--- config.mk ---
export PLATFORM = sky130hd
export DESIGN_NAME = wwdt_core
export DESIGN_NICKNAME = d
export VERILOG_FILES = /design/src/core/wwdt_core.v
export VERILOG_INCLUDE_DIRS = /design/src /design/src/pkg
export SDC_FILE = /design/constraint.sdc
export NUM_CORES = 1
export LEC_CHECK = 0
export BUFFER_PORTS_ARGS = -buffer_cell sky130_fd_sc_hd__buf_2
export CAP_MARGIN = 20
export CORE_MARGIN = 2
export CORE_UTILIZATION = 47
export CTS_CLUSTER_SIZE = 25
export DETAILED_ROUTE_END_ITERATION = 12
export PLACE_DENSITY = 0.69
export SETUP_SLACK_MARGIN = 0.05
export SKIP_LAST_GASP = 1
export SYNTH_ARGS = -nofsm -noshare
export SYNTH_HDL_FRONTEND = slang
export SYNTH_SLANG_ARGS = --single-unit
--- constraint.sdc ---
create_clock -name i_clk_sys -period 4.9 [get_ports i_clk_sys]
set_clock_uncertainty 0.1 [all_clocks]
set_input_delay 0.98 -clock i_clk_sys [delete_from_list [all_inputs] [get_ports i_clk_sys]]
set_output_delay 0.98 -clock i_clk_sys [all_outputs]
set_load 0.1 [all_outputs]
--- src/pkg/wwdt_consts.vh ---
// Constants for the windowed watchdog timer: address, keys, option byte fields and counter sizes.
`ifndef WWDT_CONSTS_VH
`define WWDT_CONSTS_VH

// Register address of the watchdog service register.
`define WWDT_SERVICE_ADDR      20'hfffab
`define WWDT_ADDR_W            20

// Service key and the two read-back values.
`define WWDT_SERVICE_KEY       8'hac
`define WWDT_RDVAL_ENABLED     8'h9a
`define WWDT_RDVAL_DISABLED    8'h1a

// Option byte field positions.
`define WWDT_OPT_INTERVAL_BIT  7
`define WWDT_OPT_WIN_HI_BIT    6
`define WWDT_OPT_WIN_LO_BIT    5
`define WWDT_OPT_ENABLE_BIT    4
`define WWDT_OPT_OVF_HI_BIT    3
`define WWDT_OPT_OVF_LO_BIT    1
`define WWDT_OPT_STANDBY_BIT   0

// Overflow time as a power of two of low-speed clock cycles, per select code.
`define WWDT_OVF_EXP0          5'd10
`define WWDT_OVF_EXP1          5'd11
`define WWDT_OVF_EXP2          5'd12
`define WWDT_OVF_EXP3          5'd13
`define WWDT_OVF_EXP4          5'd15
`define WWDT_OVF_EXP5          5'd17
`define WWDT_OVF_EXP6          5'd18
`define WWDT_OVF_EXP7          5'd20

// Counter width covers the longest overflow time.
`define WWDT_CNT_W             21

// Window size codes.
`define WWDT_WIN_25            2'h0
`define WWDT_WIN_50            2'h1
`define WWDT_WIN_75            2'h2
`define WWDT_WIN_100           2'h3

`endif

--- src/core/wwdt_core.v ---
// Windowed watchdog timer: low-speed counter, service register, window check and reset request.
`timescale 1ns/1ps
//
// Function
// - Counter advances only on low-speed oscillator edges, not on the system clock.
// - Counter reaching the selected overflow time without service requests internal reset.
// - A single-bit manipulation access to the service register requests internal reset.
// - Writing any value other than ACH to the service register requests reset.
// - A service write while the window is closed requests reset, even with ACH.
// - A watchdog-caused reset sets the watchdog reset cause flag, cause register bit 4.
// - When selected, interval interrupt fires at 75% of the overflow time.
// - Option byte: bit7 interval, bits6-5 window, bit4 enable, bits3-1 overflow, bit0 standby.
// - Writing ACH clears the counter to zero and counting resumes.
// - Service register resets to 9AH when counting is enabled, otherwise 1AH.
// - Reads always return 9AH or 1AH, never the value last written.
// - Enable bit 0 keeps the counter stopped; 1 starts counting at reset release.
// - Overflow select codes 0..7 give 2^10,11,12,13,15,17,18,20 low-speed cycles.
// - Window codes 00..11 open the final 25, 50, 75 or 100 percent.
// - First service write after reset release restarts the counter, ignoring the window.
// - Standby bit 0: counter stops in HALT/STOP, restarts at zero, window fully open.
`include "wwdt_consts.vh"

// The counter lives in the system clock domain and advances on a one-cycle tick taken
// from the synchronised low-speed oscillator, so no second clock reaches the logic.
// A reset request sets rst_done_r, which freezes the counter and masks further requests
// until the system reset arrives, keeping the request to a single pulse per reset period.
// The cause flag has its own power-on reset so that the watchdog's reset leaves it set.

module wwdt_core (
  input  wire                    i_clk_sys,
  input  wire                    i_sys_rst,
  input  wire                    i_por_rst,
  input  wire [7:0]              i_option_byte,
  input  wire                    i_losc_clk,
  input  wire                    i_standby,
  input  wire [`WWDT_ADDR_W-1:0] i_reg_addr,
  input  wire                    i_reg_wr,
  input  wire                    i_reg_bit_op,
  input  wire                    i_reg_rd,
  input  wire [7:0]              i_reg_wdata,
  input  wire                    i_cause_clr,
  output wire [7:0]              o_reg_rdata,
  output wire                    o_rst_req,
  output wire                    o_interval_interrupt,
  output wire                    o_watchdog_reset_cause_flag
);

  // Captured option byte, synchroniser stages, counter and output registers.
  reg [7:0]               opt_r;
  reg                     opt_valid_r;
  reg                     losc_s1_r;
  reg                     losc_s2_r;
  reg                     losc_s3_r;
  reg [`WWDT_CNT_W-1:0]   cnt_r;
  reg [`WWDT_CNT_W-1:0]   cnt_nxt;
  reg                     first_pending_r;
  reg                     rst_req_r;
  reg                     rst_done_r;
  reg                     irq_r;
  reg                     cause_r;
  reg [7:0]               rdata_r;
  reg [4:0]               ovf_exp;
  reg [`WWDT_CNT_W-1:0]   close_thr;
  reg                     irq_nxt;
  reg                     fault;

  // Decoded option fields and per-cycle decisions.
  wire                    losc_tick;
  wire                    counting;
  wire                    standby_stop;
  wire                    win_open;
  wire                    svc_access;
  wire [`WWDT_CNT_W-1:0]  limit;
  wire [`WWDT_CNT_W-1:0]  quarter;
  wire [`WWDT_CNT_W-1:0]  irq_point;
  wire [7:0]              reset_value;

  // The option byte is caught on the first clock after reset release, never under reset itself.
  always @(posedge i_clk_sys) begin
    if (i_sys_rst) begin
      opt_r       <= 8'h00;
      opt_valid_r <= 1'b0;
    end else if (!opt_valid_r) begin
      opt_r       <= i_option_byte;
      opt_valid_r <= 1'b1;
    end
  end

  // The low-speed oscillator is another domain: two flip-flops, then an edge detector on the second.
  always @(posedge i_clk_sys) begin
    if (i_sys_rst) begin
      losc_s1_r <= 1'b0;
      losc_s2_r <= 1'b0;
      losc_s3_r <= 1'b0;
    end else begin
      losc_s1_r <= i_losc_clk;
      losc_s2_r <= losc_s1_r;
      losc_s3_r <= losc_s2_r;
    end
  end

  // One-cycle tick on each rising low-speed edge.
  assign losc_tick = losc_s2_r & ~losc_s3_r;

  // Overflow exponent decoded from the three select bits.
  always @* begin
    case (opt_r[`WWDT_OPT_OVF_HI_BIT:`WWDT_OPT_OVF_LO_BIT])
      3'h0:    ovf_exp = `WWDT_OVF_EXP0;
      3'h1:    ovf_exp = `WWDT_OVF_EXP1;
      3'h2:    ovf_exp = `WWDT_OVF_EXP2;
      3'h3:    ovf_exp = `WWDT_OVF_EXP3;
      3'h4:    ovf_exp = `WWDT_OVF_EXP4;
      3'h5:    ovf_exp = `WWDT_OVF_EXP5;
      3'h6:    ovf_exp = `WWDT_OVF_EXP6;
      default: ovf_exp = `WWDT_OVF_EXP7;
    endcase
  end

  // Overflow limit, its quarter and the 75 percent point for the interval interrupt.
  assign limit     = {{(`WWDT_CNT_W-1){1'b0}}, 1'b1} << ovf_exp;
  assign quarter   = limit >> 2;
  assign irq_point = limit - quarter;

  // Closed window ends where the open part of the period begins.
  always @* begin
    case ({opt_r[`WWDT_OPT_WIN_HI_BIT], opt_r[`WWDT_OPT_WIN_LO_BIT]})
      `WWDT_WIN_25: close_thr = limit - quarter;
      `WWDT_WIN_50: close_thr = limit >> 1;
      `WWDT_WIN_75: close_thr = quarter;
      default:      close_thr = {`WWDT_CNT_W{1'b0}};
    endcase
  end

  // Counting state and window decision.
  assign counting     = opt_valid_r & opt_r[`WWDT_OPT_ENABLE_BIT];
  assign standby_stop = i_standby & ~opt_r[`WWDT_OPT_STANDBY_BIT];
  assign win_open     = first_pending_r | ~opt_r[`WWDT_OPT_STANDBY_BIT] | (cnt_r >= close_thr);
  assign svc_access   = opt_valid_r & i_reg_wr & (i_reg_addr == `WWDT_SERVICE_ADDR);
  assign reset_value  = opt_r[`WWDT_OPT_ENABLE_BIT] ? `WWDT_RDVAL_ENABLED : `WWDT_RDVAL_DISABLED;

  // Next counter value, fault detection and interval interrupt decision.
  always @* begin
    cnt_nxt = cnt_r;
    fault   = 1'b0;
    irq_nxt = 1'b0;
    // A service write takes priority over a tick in the same cycle.
    if (svc_access) begin
      if (i_reg_bit_op) begin
        fault = 1'b1;
      end else if (i_reg_wdata != `WWDT_SERVICE_KEY) begin
        fault = 1'b1;
      end else if (!win_open) begin
        fault = 1'b1;
      end else begin
        cnt_nxt = {`WWDT_CNT_W{1'b0}};
      end
    end else if (counting && standby_stop) begin
      cnt_nxt = {`WWDT_CNT_W{1'b0}};
    end else if (counting && losc_tick) begin
      if (cnt_r == limit - {{(`WWDT_CNT_W-1){1'b0}}, 1'b1}) begin
        fault = 1'b1;
      end else begin
        cnt_nxt = cnt_r + {{(`WWDT_CNT_W-1){1'b0}}, 1'b1};
        irq_nxt = opt_r[`WWDT_OPT_INTERVAL_BIT] &&
                  (cnt_r + {{(`WWDT_CNT_W-1){1'b0}}, 1'b1} == irq_point);
      end
    end
  end

  // Counter, first-write marker and the single reset request pulse.
  always @(posedge i_clk_sys) begin
    if (i_sys_rst) begin
      cnt_r           <= {`WWDT_CNT_W{1'b0}};
      first_pending_r <= 1'b1;
      rst_req_r       <= 1'b0;
      rst_done_r      <= 1'b0;
      irq_r           <= 1'b0;
    end else begin
      irq_r     <= irq_nxt & ~rst_done_r;
      rst_req_r <= fault & ~rst_done_r;
      if (fault) begin
        rst_done_r <= 1'b1;
      end
      // After a request the counter holds its value until the system reset.
      if (!rst_done_r) begin
        cnt_r <= cnt_nxt;
      end
      if (svc_access && !fault) begin
        first_pending_r <= 1'b0;
      end
    end
  end

  // Cause flag survives the watchdog's own reset; set wins over a software clear.
  always @(posedge i_clk_sys) begin
    if (i_por_rst) begin
      cause_r <= 1'b0;
    end else if (rst_req_r) begin
      cause_r <= 1'b1;
    end else if (i_cause_clr) begin
      cause_r <= 1'b0;
    end
  end

  // Read data shows the reset value only, whatever was written.
  always @(posedge i_clk_sys) begin
    if (i_sys_rst) begin
      rdata_r <= 8'h00;
    end else if (i_reg_rd && opt_valid_r && i_reg_addr == `WWDT_SERVICE_ADDR) begin
      rdata_r <= reset_value;
    end else begin
      rdata_r <= 8'h00;
    end
  end

  assign o_reg_rdata                 = rdata_r;
  assign o_rst_req                   = rst_req_r;
  assign o_interval_interrupt        = irq_r;
  assign o_watchdog_reset_cause_flag = cause_r;

endmodule // wwdt_core

==> results.tsv, run 1 <==
metric	value	unit
Yosys reg bits	40	
nets	748	
cell area after layout	0.00512	mm2
DIE AREA	0.0103	mm2
CP arrival	4.75	ns
most frequent cells after synthesis	nand2_1 (64), nor2_1 (47), dfxtp_1 (40), ha_1 (40), a21oi_1 (39)	
Post-CTS Setup Inserts	0	
VDD IR max	0.128	mV
top-count cell post-synth	nand2_1	
Synth top area share	0.180	
ys flop type	dfxtp_1	
# IOs	56	
initial core utilization	0.484	
Core Region	0.00920	mm2
highest achievable clock rate	214	MHz
syn_area_per_cell	7.46	um2
Leakage	2.25	nW
via count	4598	
Worst Setup Slack, final	0.237	ns
Post-Syn Area	0.00445	mm2
Synth warnings	0	
Max-cap violations	0	
post-route DRC violation count	0	
GRT Util Overall	0.249	
first-pass GRT wire length	20400	um
Place WS	-0.0315	ns
WP data required	4.99	ns
hpwl dp	9900	um
port bufs	51	
chip height	101	um
cell taking the most area after synthesis	dfxtp_1	
post-synthesis cell type count	68	
Final Cycle Share	0.952	
Final Hold Fails	0	
sequential area share after synthesis	0.180	
RSZ-0062 raised after global routing	no	
Area Overhead vs Synth	15.2	%
dominant cells by area after synthesis	dfxtp_1 (18%), ha_1 (11%), xnor2_1 (6.1%), nand2_1 (5.4%), a21oi_1 (4.4%)	
clk_lat worst skew	0.31	ns
initial antenna violation count	0	
slowest CP cell	nor3_1	
count of final max-slew check failures	0	
vias in the first global route	4205	
DP Area	0.00490	mm2
Synth Instances	596	
Die X	101	um
Post-synth EDFFs	0	
antenna viol nets, final	0	
setup violators final	0	
vias per std cell	5.94	
crit start category	flop	
grt total ovfl	0	
final WL	12700	um
CP endpoint kind	flop	
DR iter-0 viols	240	
share of layout cells above drive strength 1	0.160	
PD cells	207	mW/mm2
Slew HR	0.522	
CTS Root Cell	clkbuf_8	
crit-path max FO	9	
worst hold path type	reg2reg	
clk sinks	40	
CP max stage delay	0.47	ns
Worst-path clk slew	0.09	ns
CTS tree	built	
routed len/inst	16.4	um
TritonCTS Buffers	5	
DRT Pass-1 Iters	4	
Critical Path, Cell by Cell	buf_4 > nand2_1 > ha_1 > and2_1 > nand4_1 > a211o_1 > o211ai_1 > xor2_1 > nand2b_1 > a21o_1 > ha_1 > nand4_1 > nor3_1 > nor3_2 > a311oi_4 > buf_4 > o21ai_4 > buf_4 > nand3_1 > o21ai_0	
CP Class	reg2reg	
largest net degree at the start of global routing	27	
GPL Wtd Cong	0.944	
min cycle time layout	4.66	ns
H-tree depth	2	
most frequent CP cell	buf_4	
CTS max path bufs	2	
num rows	35	
Tightest Pin Transition	0.716	ns
Tot Pwr	1.06	mW
ANT cells	0	
status	completed	
Async S/R FF share, synth	0	
fillers	897	
setup TNS	0	ns
[path summary, 6_finish.rpt]
check,slack [ns],to,cells after the start,from
worst min-delay path,0.36,losc_s2_r$_SDFF_PP0_,1,losc_s1_r$_SDFF_PP0_
worst max-delay path,0.24,cnt_r[1]$_SDFFE_PP0P_,20,opt_r[1]$_SDFFE_PP0N_
worst min register to register,0.36,losc_s2_r$_SDFF_PP0_,1,losc_s1_r$_SDFF_PP0_
worst max register to register,0.24,cnt_r[1]$_SDFFE_PP0P_,20,opt_r[1]$_SDFFE_PP0N_
[layout by cell type, fill, tap and decap left out, types with 3 or more instances in the layout]
cell | Yosys | routed
a211oi_1 | 3 | 3
xnor3_1 | 5 | 5
nor2b_1 | 15 | 15
nor3b_1 | 4 | 4
a21oi_1 | 39 | 38
nand3b_1 | 3 | 3
conb_1 | 2 | 29
xor2_1 | 9 | 9
inv_1 | 14 | 14
dfxtp_1 | 40 | 37
buf_4 | 6 | 18
nor2_1 | 47 | 46
o21ai_0 | 34 | 32
nand3_1 | 21 | 21
and3_1 | 10 | 10
buf_2 | 5 | 51
xnor2_1 | 31 | 31
a21o_1 | 11 | 11
and2_1 | 11 | 9
clkbuf_8 | 0 | 5
nand4b_1 | 4 | 4
ha_1 | 40 | 39
nand2b_1 | 18 | 18
or3_1 | 4 | 4
nor3_1 | 18 | 17
o21ai_1 | 6 | 7
and4_1 | 6 | 6
a31oi_1 | 14 | 12
o2111ai_1 | 3 | 3
o31ai_1 | 3 | 3
nand4_1 | 12 | 12
mux2i_1 | 13 | 13
or4_1 | 3 | 3
o211ai_1 | 6 | 6
nand2_1 | 64 | 63
o21a_1 | 5 | 5
[sequential cells by signal, indices dropped and copies added, names as in the netlist]
| register | count |
|---|---|
| cnt_r | 21 |
| first_pending_r | 1 |
| losc_s1_r | 1 |
| losc_s2_r | 1 |
| losc_s3_r | 1 |
| o_interval_interrupt | 1 |
| o_reg_rdata | 2 |
| o_rst_req | 1 |
| o_watchdog_reset_cause_flag | 1 |
| opt_r | 8 |
| opt_valid_r | 1 |
| rst_done_r | 1 |
[area by class of cell]
class                      count  area (um2)  area share
tap                          111         139      0.0271
sequential                    40         807       0.158
timing repair buffer          69         390      0.0762
clock buffer                   5        68.8      0.0134
multi-input combinational    532        3620       0.706
clock inverter                 3        46.3     0.00904
inverter                      14        52.6      0.0103
[metal layers]
| layer | wire, um | track usage | vias to the layer above | share of wire |
|---|---|---|---|---|
| met5 | 0 | 0 | - | 0 |
| met4 | 341 | 0.0655 | 0 | 0.027 |
| met3 | 737 | 0.0283 | 27 | 0.058 |
| met2 | 6030 | 0.435 | 174 | 0.48 |
| met1 | 5560 | 0.326 | 2142 | 0.44 |
| li1 | - | - | 2255 | - |
[critical path, delay by kind of cell, from the launching register on]
family                   cells  cell delay (ns)
buffers and inverters        3             0.55
AND/OR/NAND/NOR              8             1.37
adder cells (fa/ha/maj)      2             0.70
AO/OA/AOI/OAI                6             0.96
XOR/XNOR                     1             0.43
flip-flops                   1             0.43
[kinds of logic (layout without fill, tap and decap cells)]
| group | after synthesis | count (layout) | share of synthesized area |
|---|---|---|---|
| and+or+nand+nor | 253 | 254 | 0.298 |
| AOI/OAI and AO/OA | 148 | 148 | 0.212 |
| xor gates and xnor gates | 45 | 45 | 0.104 |
| adders and majority gates | 41 | 41 | 0.117 |
| muxes | 15 | 15 | 0.0343 |
| DFF | 40 | 40 | 0.180 |
| other | 2 | 29 | 0.00169 |
| buffers and inverters | 52 | 91 | 0.0521 |
[repair_timing]
action,4_1_cts,5_1_grt
gates resized for setup,4,24
pin swaps,0,4
hold buffers,0,0
gates cloned,0,1
setup endpoints to repair,16,24
endpoints found under the hold margin,0,0
[power by group]
group          total, mW  leakage [nW]  internal, mW  switching [mW]
combinational      0.422          1.87         0.187           0.234
sequential         0.344         0.326         0.332          0.0120
clock              0.293        0.0548         0.154           0.139
[metrics by stage]
stage	utilization	std cells	hold WS, ns
5_1_grt	0.557	774	0.381
3_3_place_gp	0.533	765	0.316
6_report	0.557	774	0.365
2_1_floorplan	-	623	0.314
3_5_place_dp	0.533	765	0.357
4_1_cts	0.547	773	0.370
(Power assumes the default switching activity.)
==> run 2, diff against run 1 <==
- CTS_BUF_LIST: default -> sky130_fd_sc_hd__clkbuf_4 sky130_fd_sc_hd__clkbuf_8
- RECOVER_POWER: default -> 50
==> results.tsv, run 2 (synthesis results as in run 1) <==
metric	value	unit	change
status	completed		
clk sinks	40		unchanged
CP max stage delay	0.48	ns	about the same
antenna viol nets, final	0		unchanged
nets	748		unchanged
Final Cycle Share	0.961		+0.00969
Max-cap violations	0		unchanged
fillers	898		+0.11%
# IOs	56		unchanged
CP endpoint kind	flop		
CTS Root Cell	clkbuf_8		
worst hold path depth	1		unchanged
Reg2Reg Depth	20		unchanged
area taken by flip-flops and latches	807	um2	unchanged
port bufs	51		unchanged
most frequent CP cell	buf_4		
Final Hold Fails	0		unchanged
final WL	12700	um	about the same
num rows	35		unchanged
DRT Pass-1 Iters	4		unchanged
slowest CP cell	nor3_1		
GRT Util Overall	0.249		unchanged
H-tree depth	2		unchanged
CTS max path bufs	2		unchanged
DP Area	0.00490	mm2	unchanged
chip height	101	um	unchanged
Critical Path, Cell by Cell	buf_4 > nand2_1 > ha_1 > and2_1 > nand4_1 > a211o_1 > o211ai_1 > xor2_1 > nand2b_1 > a21o_1 > ha_1 > nand4_1 > nor3_1 > nor3_2 > a311oi_4 > buf_4 > o21ai_4 > buf_4 > nand3_1 > o21ai_0		
worst hold path type	reg2reg		
commonest non-fill, non-tap cell in the layout	nand2_1		
GPL Wtd Cong	0.944		unchanged
Slew HR	0.224		-0.298
max FFs per register	21		unchanged
via count	4602		+0.087%
RSZ-0062 raised after global routing	no		
crit start category	flop		
WP data required	4.99	ns	about the same
hpwl dp	9900	um	unchanged
routed len/inst	16.4	um	about the same
Area Overhead vs Synth	14.8	%	
min cycle time layout	4.71	ns	+0.0475 ns
VDD IR max	0.128	mV	about the same
DR iter-0 viols	268		+12%
vias in the first global route	4205		unchanged
post-route DRC violation count	0		unchanged
Leakage	2.22	nW	-1.6%
setup TNS	0	ns	unchanged
Multi-input gate area	0.00361	mm2	-0.17%
Post-CTS Setup Inserts	0		unchanged
Tot Pwr	1.06	mW	-0.18%
count of final max-slew check failures	0		unchanged
cell area after layout	0.00510	mm2	-0.32%
Core Util, Final	0.555		-0.00177
CTS tree	built		
Die X	101	um	unchanged
DIE AREA	0.0103	mm2	unchanged
Core Region	0.00920	mm2	unchanged
TritonCTS Buffers	5		unchanged
CP arrival	4.80	ns	+0.05 ns
CP Class	reg2reg		
grt total ovfl	0		unchanged
clk_lat worst skew	0.30	ns	about the same
first-pass GRT wire length	20400	um	unchanged
highest achievable clock rate	212	MHz	-1.0%
initial core utilization	0.484		unchanged
Tightest Pin Transition	1.17	ns	+0.454 ns
most frequent cells in the layout	nand2_1 (63), nor2_1 (46), buf_2 (43)		
Worst-path clk slew	0.09	ns	about the same
largest net degree at the start of global routing	27		unchanged
initial antenna violation count	0		unchanged
share of layout cells above drive strength 1	0.146		-0.0136
setup violators final	0		unchanged
crit-path max FO	9		unchanged
PD cells	207	mW/mm2	+0.13%
vias per std cell	5.95		about the same
Most flops, register	cnt_r		
ANT cells	0		unchanged
run 2: critical path, delay by kind of cell (launching register included):
kind                     cells  cell delay (ns)
buffers and inverters        3             0.55
XOR/XNOR                     1             0.44
AO/OA/AOI/OAI                6             0.97
adder cells (fa/ha/maj)      2             0.71
flip-flops                   1             0.43
AND/OR/NAND/NOR              8             1.38
run 2: stage by stage:
stage               hold WS (ns)  std cells  setup slack, ns
finish                     0.362        774            0.190
global route               0.381        774           0.0159
CTS                        0.370        773           0.0831
detailed placement         0.357        765          -0.0315
global placement           0.316        765           0.0715
floorplan                  0.314        623            0.164
run 2: metal layers:
metal | GRT usage | vias to the layer above | part of all wire
met1 | 0.326 | 2133 | 0.44
met2 | 0.435 | 184 | 0.48
met3 | 0.0283 | 29 | 0.061
met5 | 0 | - | 0
met4 | 0.0655 | 0 | 0.025
li1 | - | 2256 | -
run 2: where the power goes:
group	internal, mW	switching, mW
sequential	0.332	0.0119
clock	0.154	0.138
combinational	0.187	0.234
total	0.673	0.384
run 2: final timing paths:
path | end | start | slack, ns
max reg2reg | cnt_r[1]$_SDFFE_PP0P_ | opt_r[1]$_SDFFE_PP0N_ | 0.19
min | losc_s2_r$_SDFF_PP0_ | losc_s1_r$_SDFF_PP0_ | 0.36
max | cnt_r[1]$_SDFFE_PP0P_ | opt_r[1]$_SDFFE_PP0N_ | 0.19
min reg2reg | losc_s2_r$_SDFF_PP0_ | losc_s1_r$_SDFF_PP0_ | 0.36
run 2: cell type report:
type,count,area share
clock buffer,5,0.0135
clock inverter,3,0.00907
inverter,14,0.0103
multi-input combinational,532,0.707
sequential,40,0.158
tap,111,0.0272
timing repair buffer,69,0.0745
run 2: what timing repair did:
action | in CTS | in global routing
gates resized for setup | 4 | 24
hold buffers | 0 | 0
setup endpoints to repair | 16 | 24
pin swaps | 0 | 4
gates cloned | 0 | 1
==> run 3, diff against run 2 <==
- GPL_TIMING_DRIVEN: default -> 0
- PLACE_DENSITY: 0.69 -> 0.67
- clock period: 4.9 -> 6 ns (I/O delays scaled with it)
==> results.tsv, run 3 (synthesis results as in run 1) <==
metric	value	unit	change
share of layout cells above drive strength 1	0.131		-0.0156
FF-to-FF End	cnt_r[8]$_SDFFE_PP0P_		
DIE AREA	0.0103	mm2	unchanged
H-tree depth	2		unchanged
clk sinks	40		unchanged
Place WS	-0.112	ns	-0.0807 ns
post-route DRC violation count	0		unchanged
CTS Root Cell	clkbuf_8		
Worst-path clk slew	0.09	ns	about the same
grt total ovfl	0		unchanged
VDD IR max	0.120	mV	-6.6%
port bufs	51		unchanged
CTS tree	built		
Area Overhead vs Synth	14.8	%	about the same
Die X	101	um	unchanged
highest achievable clock rate	178	MHz	-16%
Core Util, Final	0.555		about the same
Tightest Pin Transition	0.858	ns	-0.311 ns
max FFs per register	21		unchanged
CTS Hold Bufs	0		unchanged
GPL Wtd Cong	0.888		-5.8%
ANT cells	0		unchanged
Final Cycle Share	0.935		-0.0265
critical path capture point	cnt_r[8]$_SDFFE_PP0P_		
min cycle time layout	5.61	ns	+0.899 ns
Post-CTS Setup Inserts	0		unchanged
most frequent cells in the layout	nand2_1 (64), buf_2 (56), nor2_1 (47)		
Max-cap violations	0		unchanged
setup violators final	0		unchanged
status	completed		
Reg2Reg Setup Slack	0.39	ns	+0.20 ns
num rows	35		unchanged
Core Region	0.00920	mm2	unchanged
Leakage	2.25	nW	+1.5%
chip height	101	um	unchanged
nets	766		+2.4%
Worst Setup SP	opt_r[3]$_SDFFE_PP0N_		
initial core utilization	0.484		unchanged
slowest CP cell	a221oi_2		
Final Hold Fails	0		unchanged
RR Startpoint	opt_r[3]$_SDFFE_PP0N_		
hold_ws	0.348	ns	-0.0147 ns
Slew HR	0.424		+0.200
worst hold path type	reg2reg		
count of final max-slew check failures	0		unchanged
initial antenna violation count	0		unchanged
CTS max path bufs	2		unchanged
vias in the first global route	4272		+1.6%
# IOs	56		unchanged
Reg2Reg Depth	25		+25%
PD cells	170	mW/mm2	-18%
DRT Pass-1 Iters	5		+1
crit start category	flop		
TritonCTS Buffers	5		unchanged
Worst Setup Slack, final	0.391	ns	+0.201 ns
antenna viol nets, final	0		unchanged
commonest non-fill, non-tap cell in the layout	nand2_1		
routed len/inst	15.9	um	-2.8%
setup TNS	0	ns	unchanged
via count	4607		+0.11%
vias per std cell	5.82		-2.2%
crit-path max FO	10		+1
Most flops, register	cnt_r		
CP Class	reg2reg		
first-pass GRT wire length	20200	um	-0.88%
clk_lat worst skew	0.30	ns	about the same
CP arrival	5.74	ns	+0.94 ns
WP data required	6.13	ns	+1.14 ns
RSZ-0062 raised after global routing	yes		
CP max stage delay	0.45	ns	-0.03 ns
final WL	12600	um	-0.55%
DR iter-0 viols	378		+41%
largest net degree at the start of global routing	13		-52%
hpwl dp	10000	um	+1.3%
GRT Util Overall	0.248		-0.00122
CP endpoint kind	flop		
run 3: layout make-up:
type,instances,area (um2)
flip-flops and latches,40,801
clock buffers,7,96.3
multi-input cells,531,3560
well taps,111,139
plain buffers,37,176
inverters,14,52.6
clock inverters,1,30.0
repair buffers,51,255
fillers,909,4090
run 3: report_power, final:
part / total, mW / internal, mW / switching, mW
clock: 0.250 / 0.147 / 0.103
sequential: 0.276 / 0.271 / 0.00548
combinational: 0.340 / 0.144 / 0.197
total: 0.867 / 0.561 / 0.306
run 3: worst max-delay path: cells and delay by family, from the launching register on:
kind            cells  cell delay (ns)
mux                 1             0.11
compound gates      9             2.15
fa+ha+maj           2             0.57
flops               1             0.39
buf+inv             5             0.94
simple gates        8             1.27
run 3: repair_timing:
action / CTS / global route
gates resized for setup: 4 / 6
setup endpoints to repair: 18 / 23
pin swaps: 0 / 1
run 3: per-layer routing:
metal	vias up	wire, um	global-route usage
li1	2288	-	-
met1	2118	5700	0.327
met2	175	5770	0.417
met3	26	882	0.0324
met4	0	239	0.0832
met5	-	0	0
run 3: through the flow:
stage	power [mW]	cells	area [um2]
floorplan	0.531	623	4550
global placement	0.596	785	4940
detailed placement	0.601	785	4940
CTS	0.850	793	5090
global route	0.912	792	5110
finish	0.867	792	5110
run 3: worst min-delay path by stage:
stage	from	to	cells past startpoint	slack, ns
2_1_floorplan	losc_s1_r$_SDFF_PP0_	losc_s2_r$_SDFF_PP0_	1	0.31
3_3_place_gp	losc_s1_r$_SDFF_PP0_	losc_s2_r$_SDFF_PP0_	1	0.32
3_5_place_dp	losc_s1_r$_SDFF_PP0_	losc_s2_r$_SDFF_PP0_	1	0.33
4_1_cts	losc_s1_r$_SDFF_PP0_	losc_s2_r$_SDFF_PP0_	1	0.35
5_1_grt	losc_s1_r$_SDFF_PP0_	losc_s2_r$_SDFF_PP0_	1	0.37
6_report	losc_s1_r$_SDFF_PP0_	losc_s2_r$_SDFF_PP0_	1	0.35
